===== src/inc/flp_pkg.sv =====
package flp_pkg;
  // register addresses on the special-function bus
  localparam logic [7:0] FLP_ADDR_ENABLE = 8'hA8;
  localparam logic [7:0] FLP_ADDR_PRIO_LOW = 8'hB8;
  localparam logic [7:0] FLP_ADDR_PRIO_UPPER = 8'hB7;
  // reset values
  localparam logic [7:0] FLP_ENABLE_RST = 8'h00;
  localparam logic [7:0] FLP_PRIO_RST = 8'h00;
  // enable register fields
  localparam int FLP_GLOBAL_BIT = 7;
  localparam logic [7:0] FLP_ENABLE_WMASK = 8'hBF;
  // source count and levels
  localparam int FLP_NSRC = 6;
  localparam int FLP_NLVL = 4;
  // fixed vectors in polling order
  localparam logic [7:0] FLP_VEC_BASE = 8'h03;
  localparam logic [7:0] FLP_VEC_STEP = 8'h08;
  // source index of the two external pins
  localparam int FLP_SRC_EXT0 = 0;
  localparam int FLP_SRC_EXT1 = 2;

  typedef logic [1:0] flp_level_t;

  // special-function register access from the cpu core
  typedef struct packed {
    logic wr;
    logic rd;
    logic [7:0] addr;
    logic [7:0] wdata;
  } flp_sfr_s;

  // cpu handshake: grant of a vector, and return from a routine
  typedef struct packed {
    logic take;
    logic ret;
  } flp_cpu_s;
endpackage


===== src/rtl/flp_select.sv =====
`timescale 1ns/1ps
// ====================================================
// per-source level encode and polling-order pick
module flp_select (
  input wire logic [5:0] req,
  input wire logic [5:0] prio_low,
  input wire logic [5:0] prio_upper,
  output logic found,
  output logic [2:0] idx,
  output flp_pkg::flp_level_t lvl
);
  import flp_pkg::*;

  flp_level_t src_lvl [FLP_NSRC];

  // upper bit above lower bit gives level 0..3
  genvar g;
  generate
    for (g = 0; g < FLP_NSRC; g++) begin : g_lvl
      assign src_lvl[g] = {prio_upper[g], prio_low[g]};
    end
  endgenerate

  // highest level wins, then lowest index within the level
  always_comb begin
    found = 1'b0;
    idx = 3'h0;
    lvl = 2'h0;
    for (int i = 0; i < FLP_NSRC; i++) begin
      if (req[i] && (!found || src_lvl[i] > lvl)) begin
        found = 1'b1;
        idx = 3'(i);
        lvl = src_lvl[i];
      end
    end
  end
endmodule // flp_select


===== src/rtl/flp_irq_ctrl.sv =====
`timescale 1ns/1ps
// How it works
// - Six sources are arbitrated across four priority levels.
// - The upper priority register at B7H gives each source its high level bit.
// - Level is upper bit then lower bit: 00 lowest up to 11 highest.
// - A request is taken only while no routine of equal or higher level is in service.
// - A request blocked by an equal or higher routine stays pending until that routine ends.
// - A request above the running routine's level preempts it.
// - Finishing a preempting routine resumes the suspended lower one, keeping nesting.
// - An external flag is cleared on vectoring only in transition mode.
module flp_irq_ctrl (
  input wire logic clk_sys,
  input wire logic resetn,
  input flp_pkg::flp_sfr_s sfr,
  output logic [7:0] sfr_rdata,
  input wire logic [5:0] src_flag,
  input wire logic ext0_edge_mode,
  input wire logic ext1_edge_mode,
  input flp_pkg::flp_cpu_s cpu,
  output logic irq_pending,
  output logic [7:0] irq_vector,
  output logic [1:0] ext_flag_clear,
  output logic [3:0] in_service
);
  import flp_pkg::*;

  logic rst_meta_reg;
  logic rst_n_reg;
  logic [7:0] enable_reg;
  logic [5:0] priority_low_reg;
  logic [5:0] priority_upper_reg;
  logic [3:0] in_service_reg;
  logic [7:0] sfr_rdata_reg;
  logic [1:0] ext_clear_reg;
  logic [5:0] req;
  logic found;
  logic [2:0] idx;
  flp_level_t lvl;
  logic allowed;
  logic grant;
  logic [3:0] above_mask;
  logic [3:0] top_bit;

  // ====================================================
  // reset release through two flip-flops
  always_ff @(posedge clk_sys or negedge resetn) begin
    if (!resetn) begin
      rst_meta_reg <= 1'b0;
      rst_n_reg <= 1'b0;
    end else begin
      rst_meta_reg <= 1'b1;
      rst_n_reg <= rst_meta_reg;
    end
  end

  // ====================================================
  // register writes
  always_ff @(posedge clk_sys or negedge rst_n_reg) begin
    if (!rst_n_reg) begin
      enable_reg <= FLP_ENABLE_RST;
      priority_low_reg <= FLP_PRIO_RST[5:0];
      priority_upper_reg <= FLP_PRIO_RST[5:0];
    end else if (sfr.wr) begin
      case (sfr.addr)
        FLP_ADDR_ENABLE: enable_reg <= sfr.wdata & FLP_ENABLE_WMASK;
        FLP_ADDR_PRIO_LOW: priority_low_reg <= sfr.wdata[5:0];
        FLP_ADDR_PRIO_UPPER: priority_upper_reg <= sfr.wdata[5:0];
        default: ;
      endcase
    end
  end

  // register reads, reserved bits as zero
  always_ff @(posedge clk_sys or negedge rst_n_reg) begin
    if (!rst_n_reg) begin
      sfr_rdata_reg <= 8'h00;
    end else if (sfr.rd) begin
      case (sfr.addr)
        FLP_ADDR_ENABLE: sfr_rdata_reg <= enable_reg;
        FLP_ADDR_PRIO_LOW: sfr_rdata_reg <= {2'b00, priority_low_reg};
        FLP_ADDR_PRIO_UPPER: sfr_rdata_reg <= {2'b00, priority_upper_reg};
        default: sfr_rdata_reg <= 8'h00;
      endcase
    end
  end

  // ====================================================
  // masking and arbitration
  assign req = src_flag & enable_reg[5:0] & {FLP_NSRC{enable_reg[FLP_GLOBAL_BIT]}};

  flp_select u_select (
    .req(req),
    .prio_low(priority_low_reg),
    .prio_upper(priority_upper_reg),
    .found(found),
    .idx(idx),
    .lvl(lvl)
  );

  // levels strictly above the winner must all be idle, its own too
  always_comb begin
    above_mask = 4'h0;
    for (int i = 0; i < FLP_NLVL; i++) begin
      above_mask[i] = (2'(i) >= lvl);
    end
  end

  assign allowed = found && ((in_service_reg & above_mask) == 4'h0);
  assign grant = allowed && cpu.take;

  // isolate highest in-service level, the one a return closes
  assign top_bit = in_service_reg[3] ? 4'h8 : in_service_reg[2] ? 4'h4 : in_service_reg[1] ? 4'h2 :
                   in_service_reg[0] ? 4'h1 : 4'h0;

  // ====================================================
  // in-service level stack, one bit per level
  always_ff @(posedge clk_sys or negedge rst_n_reg) begin
    if (!rst_n_reg) begin
      in_service_reg <= 4'h0;
    end else if (grant) begin
      in_service_reg <= in_service_reg | (4'h1 << lvl);
    end else if (cpu.ret) begin
      in_service_reg <= in_service_reg & ~top_bit;
    end
  end

  // external flag clear on vectoring, transition mode only
  always_ff @(posedge clk_sys or negedge rst_n_reg) begin
    if (!rst_n_reg) begin
      ext_clear_reg <= 2'b00;
    end else begin
      ext_clear_reg[0] <= grant && (idx == 3'(FLP_SRC_EXT0)) && ext0_edge_mode;
      ext_clear_reg[1] <= grant && (idx == 3'(FLP_SRC_EXT1)) && ext1_edge_mode;
    end
  end

  assign irq_pending = allowed;
  assign irq_vector = FLP_VEC_BASE + (FLP_VEC_STEP * {5'h00, idx});
  assign ext_flag_clear = ext_clear_reg;
  assign in_service = in_service_reg;
  assign sfr_rdata = sfr_rdata_reg;

  // ====================================================
  // checks
  property p_block_equal;
    @(posedge clk_sys) disable iff (!rst_n_reg)
      (found && in_service_reg[lvl]) |-> !irq_pending;
  endproperty
  a_block_equal: assert property (p_block_equal) else $error("request taken over equal level");

  property p_hold;
    @(posedge clk_sys) disable iff (!rst_n_reg)
      (cpu.take && !irq_pending) |=> $stable(in_service_reg) || $past(cpu.ret);
  endproperty
  a_hold: assert property (p_hold) else $error("blocked request changed service");

  property p_preempt;
    @(posedge clk_sys) disable iff (!rst_n_reg)
      grant |=> in_service_reg[$past(lvl)] && ((in_service_reg & ~$past(in_service_reg)) != 4'h0);
  endproperty
  a_preempt: assert property (p_preempt) else $error("grant did not mark level");

  property p_resume;
    @(posedge clk_sys) disable iff (!rst_n_reg)
      (cpu.ret && !grant && in_service_reg != 4'h0) |=> in_service_reg == ($past(in_service_reg) & ~$past(top_bit));
  endproperty
  a_resume: assert property (p_resume) else $error("return did not restore lower level");

  property p_level_clear;
    @(posedge clk_sys) disable iff (!rst_n_reg)
      !ext0_edge_mode |=> !ext_clear_reg[0];
  endproperty
  a_level_clear: assert property (p_level_clear) else $error("level flag cleared");

  property p_edge_clear;
    @(posedge clk_sys) disable iff (!rst_n_reg)
      (grant && idx == 3'(FLP_SRC_EXT0) && ext0_edge_mode) |=> ext_clear_reg[0];
  endproperty
  a_edge_clear: assert property (p_edge_clear) else $error("edge flag not cleared");

  // second pin: clear pulse follows its own mode bit only
  property p_edge_clear_ext1;
    @(posedge clk_sys) disable iff (!rst_n_reg)
      (grant && idx == 3'(FLP_SRC_EXT1)) |=> (ext_clear_reg[1] == $past(ext1_edge_mode));
  endproperty
  a_edge_clear_ext1: assert property (p_edge_clear_ext1) else $error("pin 1 flag clear wrong");

  property p_global;
    @(posedge clk_sys) disable iff (!rst_n_reg)
      !enable_reg[FLP_GLOBAL_BIT] |-> !irq_pending;
  endproperty
  a_global: assert property (p_global) else $error("pending while globally off");

  property p_vector;
    @(posedge clk_sys) disable iff (!rst_n_reg)
      (irq_pending && src_flag[0] && enable_reg[0] && priority_low_reg[0] && priority_upper_reg[0]) |->
        irq_vector == FLP_VEC_BASE;
  endproperty
  a_vector: assert property (p_vector) else $error("ext0 at top level not first");

  property p_upper;
    @(posedge clk_sys) disable iff (!rst_n_reg)
      (sfr.wr && sfr.addr == FLP_ADDR_PRIO_UPPER) |=> priority_upper_reg == $past(sfr.wdata[5:0]);
  endproperty
  a_upper: assert property (p_upper) else $error("upper priority write lost");
endmodule // flp_irq_ctrl


===== config.mk =====
export PLATFORM = sky130hd
export DESIGN_NAME = flp_irq_ctrl
export DESIGN_NICKNAME = d
export VERILOG_FILES = /design/src/inc/flp_pkg.sv /design/src/rtl/flp_select.sv /design/src/rtl/flp_irq_ctrl.sv
export SDC_FILE = /design/constraint.sdc
export NUM_CORES = 1
export LEC_CHECK = 0
export ABC_CLOCK_PERIOD_IN_PS = 13500
export BUFFER_PORTS_ARGS = -buffer_cell sky130_fd_sc_hd__buf_2
export CORE_MARGIN = 10
export CORE_UTILIZATION = 25
export CTS_CLUSTER_DIAMETER = 80
export DETAILED_ROUTE_END_ITERATION = 8
export GPL_TIMING_DRIVEN = 0
export HOLD_SLACK_MARGIN = 0.12
export PLACE_DENSITY = 0.41
export SLEW_MARGIN = 40
export SYNTH_ARGS = -nofsm -noshare
export SYNTH_HDL_FRONTEND = slang
export SYNTH_SLANG_ARGS = --single-unit

===== constraint.sdc =====
create_clock -name clk_sys -period 13.5 [get_ports clk_sys]
set_input_delay 2.7 -clock clk_sys [delete_from_list [all_inputs] [get_ports clk_sys]]
set_output_delay 2.7 -clock clk_sys [all_outputs]
set_load 0.01 [all_outputs]

== Word level (Yosys, flattened, before mapping) ==
Cells that the tools add are included.
Cells by class
  add/subtract/negate cells: 1
  order comparisons: 9
  equal/unequal tests: 4
  shift operators: 1
  muxes and demuxes: 24
  bitwise logic cells: 6
  reductions and logical operators: 27
Operators with widths (number)
  equality test 8 bit, second input constant: 3
  one-hot mux 8 bit (3 select lines): 1
  2-to-1 mux 2 bit: 9
  AND 6 bit: 2
  2-to-1 mux 4 bit: 3
  logical AND 1 bit: 11
  > comparator 2 bit: 5
  2-to-1 mux 3 bit: 3
  AND 4 bit: 2
  2-to-1 mux 1 bit: 8
  adder 2 x 6 -> 7 bit, first input constant: 1
  AND reduction 2 bit: 3
  logical NOT 1 bit: 5
  logical OR 1 bit: 5
  greater-or-equal comparator 1 x 2 -> 1 bit, first input constant: 2
  greater-or-equal comparator 2 bit, first input constant: 2
  logical NOT 4 bit: 1
  inverter 4 bit: 1
  bitwise OR 4 bit: 1
  << shifter 1 x 2 -> 4 bit, first input constant: 1
  equality test 3 x 2 -> 1 bit, second input constant: 1
  logical NOT 3 bit: 1
  nonzero test 2 bit: 1
Storage, ports and cells
  flip-flop bits (word level): 35
  output and inout port bits: 23

== Logic depth before layout (Yosys ltp) ==
  depth after elaboration: 30
  gate-level depth with buffers: 36

== By module ==
A second synthesis with hierarchy kept.
Second synthesis, totals
  cell total of the unflattened synthesis: 208
  area, all modules: 2134.5 um2
By module, submodules not included
  flp_irq_ctrl: times used 1, cells an instance 135, area each 1617.8 um2, sequential area each 850.8 um2
  flp_select: times used 1, cells an instance 73, area each 516.7 um2, sequential area each 0.0 um2

== Least setup slack after synthesis ==
OpenSTA, ideal clock, no wires.
  kind: input -> output
  from: input port src_flag[0]
  to: output port irq_pending
  data arrival time: 8.783 ns
  data required time: 10.800 ns
  slack: 2.017 ns
  stages: 34
  cells stage by stage: and3_1 buf_2 nand2_1 ha_1 nor2b_1 o21ai_1 o211a_1 nor2_1 ha_1 nor2b_1 o21ai_1 a21oi_1 o31ai_1 ha_1 nor2b_1 a2bb2oi_1 o211a_1 or4_1 nand2_1 ha_1 nor2b_1 a2bb2oi_1 o21a_2 or4_1 nand2_1 ha_1 nand2_1 o21ai_0 a21oi_1 nor4_1 a31oi_1 nand2_1 o21bai_2 nand2_1
Between the ends
  cells in the longest elaborated chain, start to end: 27
  elaborated cells on any way between the ends: 41
Ends and longest elaborated chain
  start, declared: RTL line flp_irq_ctrl.sv:16  | input wire logic [5:0] src_flag,
  AND 6 bit * (2 in series): RTL line flp_irq_ctrl.sv:89  | assign req = src_flag & enable_reg[5:0] & {FLP_NSRC{enable_reg[FLP_GLOBAL_BIT]}};
  2-to-1 mux 2 bit or 2-to-1 mux 1 bit (tied branches): RTL line flp_select.sv:30  | if (req[i] && (!found || src_lvl[i] > lvl)) begin
  > comparator 2 bit or logical NOT 1 bit (tied branches): RTL line flp_select.sv:30
  logical OR 1 bit: RTL line flp_select.sv:30
  logical AND 1 bit: RTL line flp_select.sv:30
  2-to-1 mux 2 bit or 2-to-1 mux 1 bit (tied branches): RTL line flp_select.sv:30
  > comparator 2 bit or logical NOT 1 bit (tied branches): RTL line flp_select.sv:30
  logical OR 1 bit: RTL line flp_select.sv:30
  [10 not listed]
  > comparator 2 bit or logical NOT 1 bit (tied branches): RTL line flp_select.sv:30
  logical OR 1 bit: RTL line flp_select.sv:30
  logical AND 1 bit: RTL line flp_select.sv:30
  2-to-1 mux 2 bit: RTL line flp_select.sv:30
  greater-or-equal comparator 1 x 2 -> 1 bit or greater-or-equal comparator 2 bit (tied branches): RTL line flp_irq_ctrl.sv:104  | above_mask[i] = (2'(i) >= lvl);
  AND 4 bit: RTL line flp_irq_ctrl.sv:108  | assign allowed = found && ((in_service_reg & above_mask) == 4'h0);
  logical NOT 4 bit: RTL line flp_irq_ctrl.sv:108
  logical AND 1 bit *: RTL line flp_irq_ctrl.sv:108
  end, declared: RTL line flp_irq_ctrl.sv:20  | output logic irq_pending,
Every way passes the cells marked *; elsewhere a longest branch is shown, timed or not.

== Worst setup path after layout ==
Same ends and word-level chain as after synthesis.

==> run metrics <==
P per Cell Area=92.2 nW/µm²; most frequent cells in the layout=45 x buf_2, 33 x dfrtp_1, 24 x nand2_1; PortBufs=44; cts repair resizes=0; slew margin rel.=0.587; critical path required time=10.80 ns; Pint=194 µW; Critical Setup Path Class=in2out; Fillers=894; Layout area overhead=25.9%; Tcrit/Tclk final=0.919; Clock power frac=0.475; via count=1820; Worst-Margin Slew=0.617 ns; total CTS buffers=5; Post-CTS Setup Bufs=0; Layout Nets=316; row count=33; clock sinks=34; mapped cell area=2160 µm²; leak pwr=1.34 nW; initial core utilization=0.260; CP max FO=6; drt first pass iters=4; Post-Route WL=6.07 mm; fin util=0.327; chip width=113 µm; Register Area=852 µm²; Synth Area per Inst=9.93 µm²; Startpoint Class=input port; Tot Pwr=251 µW; Slew Viols, Final=0; H-tree depth=2; Clock Path Buffers=2; TritonCTS clock tree=done; Die Y=113 µm; hold crit path type=reg2async; Fmax achieved=80.6 MHz; area occupied by multi-input gates=1230 µm²; die area=12800 µm²; Ys Warns=0; Reg power frac=0.435; Netlist cell types=51; final setup violation count=0; antenna viol nets, final=0; layout cells sized above 1=0.332; gp weighted congestion=0.708; Max stage delay on crit path=0.57 ns; Sw Share=0.226; # diodes=0; crit path max-delay cell type=or4_1; DR DRC count=0; critical path's most frequent cell=nand2_1; leading cell type in the layout, fill and taps excluded=buf_2; Worst setup EP type=primary output; critical path arrival=9.71 ns; clk slew on worst S/H paths=0.08 ns; status=finished, final reports clean; Fin Hold WS=0.168 ns; RSZ-0062 raised after global routing=false; Post-DP Area=2570 µm²; design area=2730 µm²; pin count of the biggest net entering global routing=23; NetSw=56.8 µW; initial antenna violation count=0; Max VDD drop=30.2 µV; power share of the combinational group=0.090; vias per cell=4.76; Syn Inst Count=218; vias in the first global route=1931; average wire per standard cell=15.9 µm; dpl hpwl=4.90 mm; flops & latches, synth=34; Root Buffer=clkbuf_8; first-pass GRT wire length=10.1 mm; setup_tns=0 ns; final-report hold violation count=0; # IOs=53; register area share after synthesis=0.393; Worst Skew=0.00343 ns; Hold-fix buffers, CTS=0; max_cap viols=0; overflow left after global routing=0; Clock Latency Late Sink=0.29 ns; placeable core region=8340 µm²; 1st-iter DRT viols=68; Final min period=12.41 ns; gr usage total=0.0971
==> final cells by class <==
type | instances | share of cell area
plain buffers | 9 | 0.0239
clock buffers | 6 | 0.0303
clock inverters | 2 | 0.0220
inverters | 14 | 0.0193
multi-input cells | 166 | 0.451
flip-flops and latches | 34 | 0.313
well taps | 105 | 0.0482
repair buffers | 46 | 0.0927
==> synthesized netlist by cell type (all sizes together) <==
cell type	count	area, µm²
dfrtp	34	851
nand2	24	90.1
mux2	21	240
inv	14	52.6
nor2	12	45.0
ha	10	125
a21oi	9	60.1
buf	9	65.1
o21ai	9	56.3
nand3	8	40.0
a222oi	7	70.1
nor2b	6	37.5
o22ai	6	37.5
and3	5	36.3
a2bb2oi	4	35.0
a21o	3	23.8
a31oi	3	25.0
and2	3	21.3
nand4b	3	26.3
o211a	3	30.0
o21a	3	25.0
o31ai	3	22.5
a211oi	2	15.0
conb	2	7.51
nor3	2	10.0
nor4	2	18.8
or4	2	15.0
a211o	1	8.76
a221oi	1	8.76
a22o	1	8.76
a311o	1	10.0
a31o	1	8.76
and3b	1	8.76
o211ai	1	7.51
o21bai	1	11.3
or4b	1	10.0
==> stage by stage <==
stage,std cells,worst slack (ns)
2_1_floorplan,223,2.02
3_3_place_gp,372,1.11
3_5_place_dp,373,1.05
4_1_cts,381,1.04
5_1_grt,382,0.560
6_report,382,1.09
==> power by group through the flow <==
stage               combinational (mW)  clock (mW)  sequential, mW
floorplan                       0.0127           0           0.110
global placement                0.0199           0           0.113
detailed placement              0.0225           0           0.111
CTS                             0.0227       0.125           0.109
global route                    0.0260       0.127           0.110
finish                          0.0226       0.119           0.109
==> cell families (layout without fill, tap and decap cells) <==
| logic type | Yosys count | in the layout | share of synthesized area |
|---|---|---|---|
| other | 2 | 7 | 0.00347 |
| adder cells (fa/ha/maj) | 10 | 10 | 0.0578 |
| multiplexers | 21 | 21 | 0.111 |
| buffers and inverters | 23 | 77 | 0.0543 |
| AO/OA/AOI/OAI | 59 | 59 | 0.214 |
| flip-flops | 34 | 34 | 0.393 |
| AND/OR/NAND/NOR | 69 | 69 | 0.166 |
==> metal layers <==
layer	vias up	part of all wire	wire, µm	global-route usage
met3	8	0.046	277	0.0259
met4	0	0.012	72	0.0279
li1	923	-	-	-
met1	853	0.45	2750	0.121
met5	-	0	0	0
met2	36	0.49	2970	0.161
==> worst paths after layout <==
kind / start / endpoint / slack [ns] / cells past startpoint
min: rst_n_reg / enable_reg[2] / 0.17 / 0
max in group asynchronous: resetn / rst_n_reg / 11.22 / 1
max reg2reg: enable_reg[7] / ext_flag_clear[0] / 6.08 / 35
max: src_flag[0] / irq_pending / 1.09 / 36
min reg2reg: rst_n_reg / enable_reg[2] / 0.17 / 0
min in group clk_sys: rst_meta_reg / rst_n_reg / 0.36 / 0
==> worst max-delay path, delay by kind of cell <==
family          cells  cell delay (ns)
simple gates       15             2.44
fa+ha+maj           5             1.32
buf+inv             3             0.39
compound gates     13             2.87
Power figures use the tool's default switching activity.
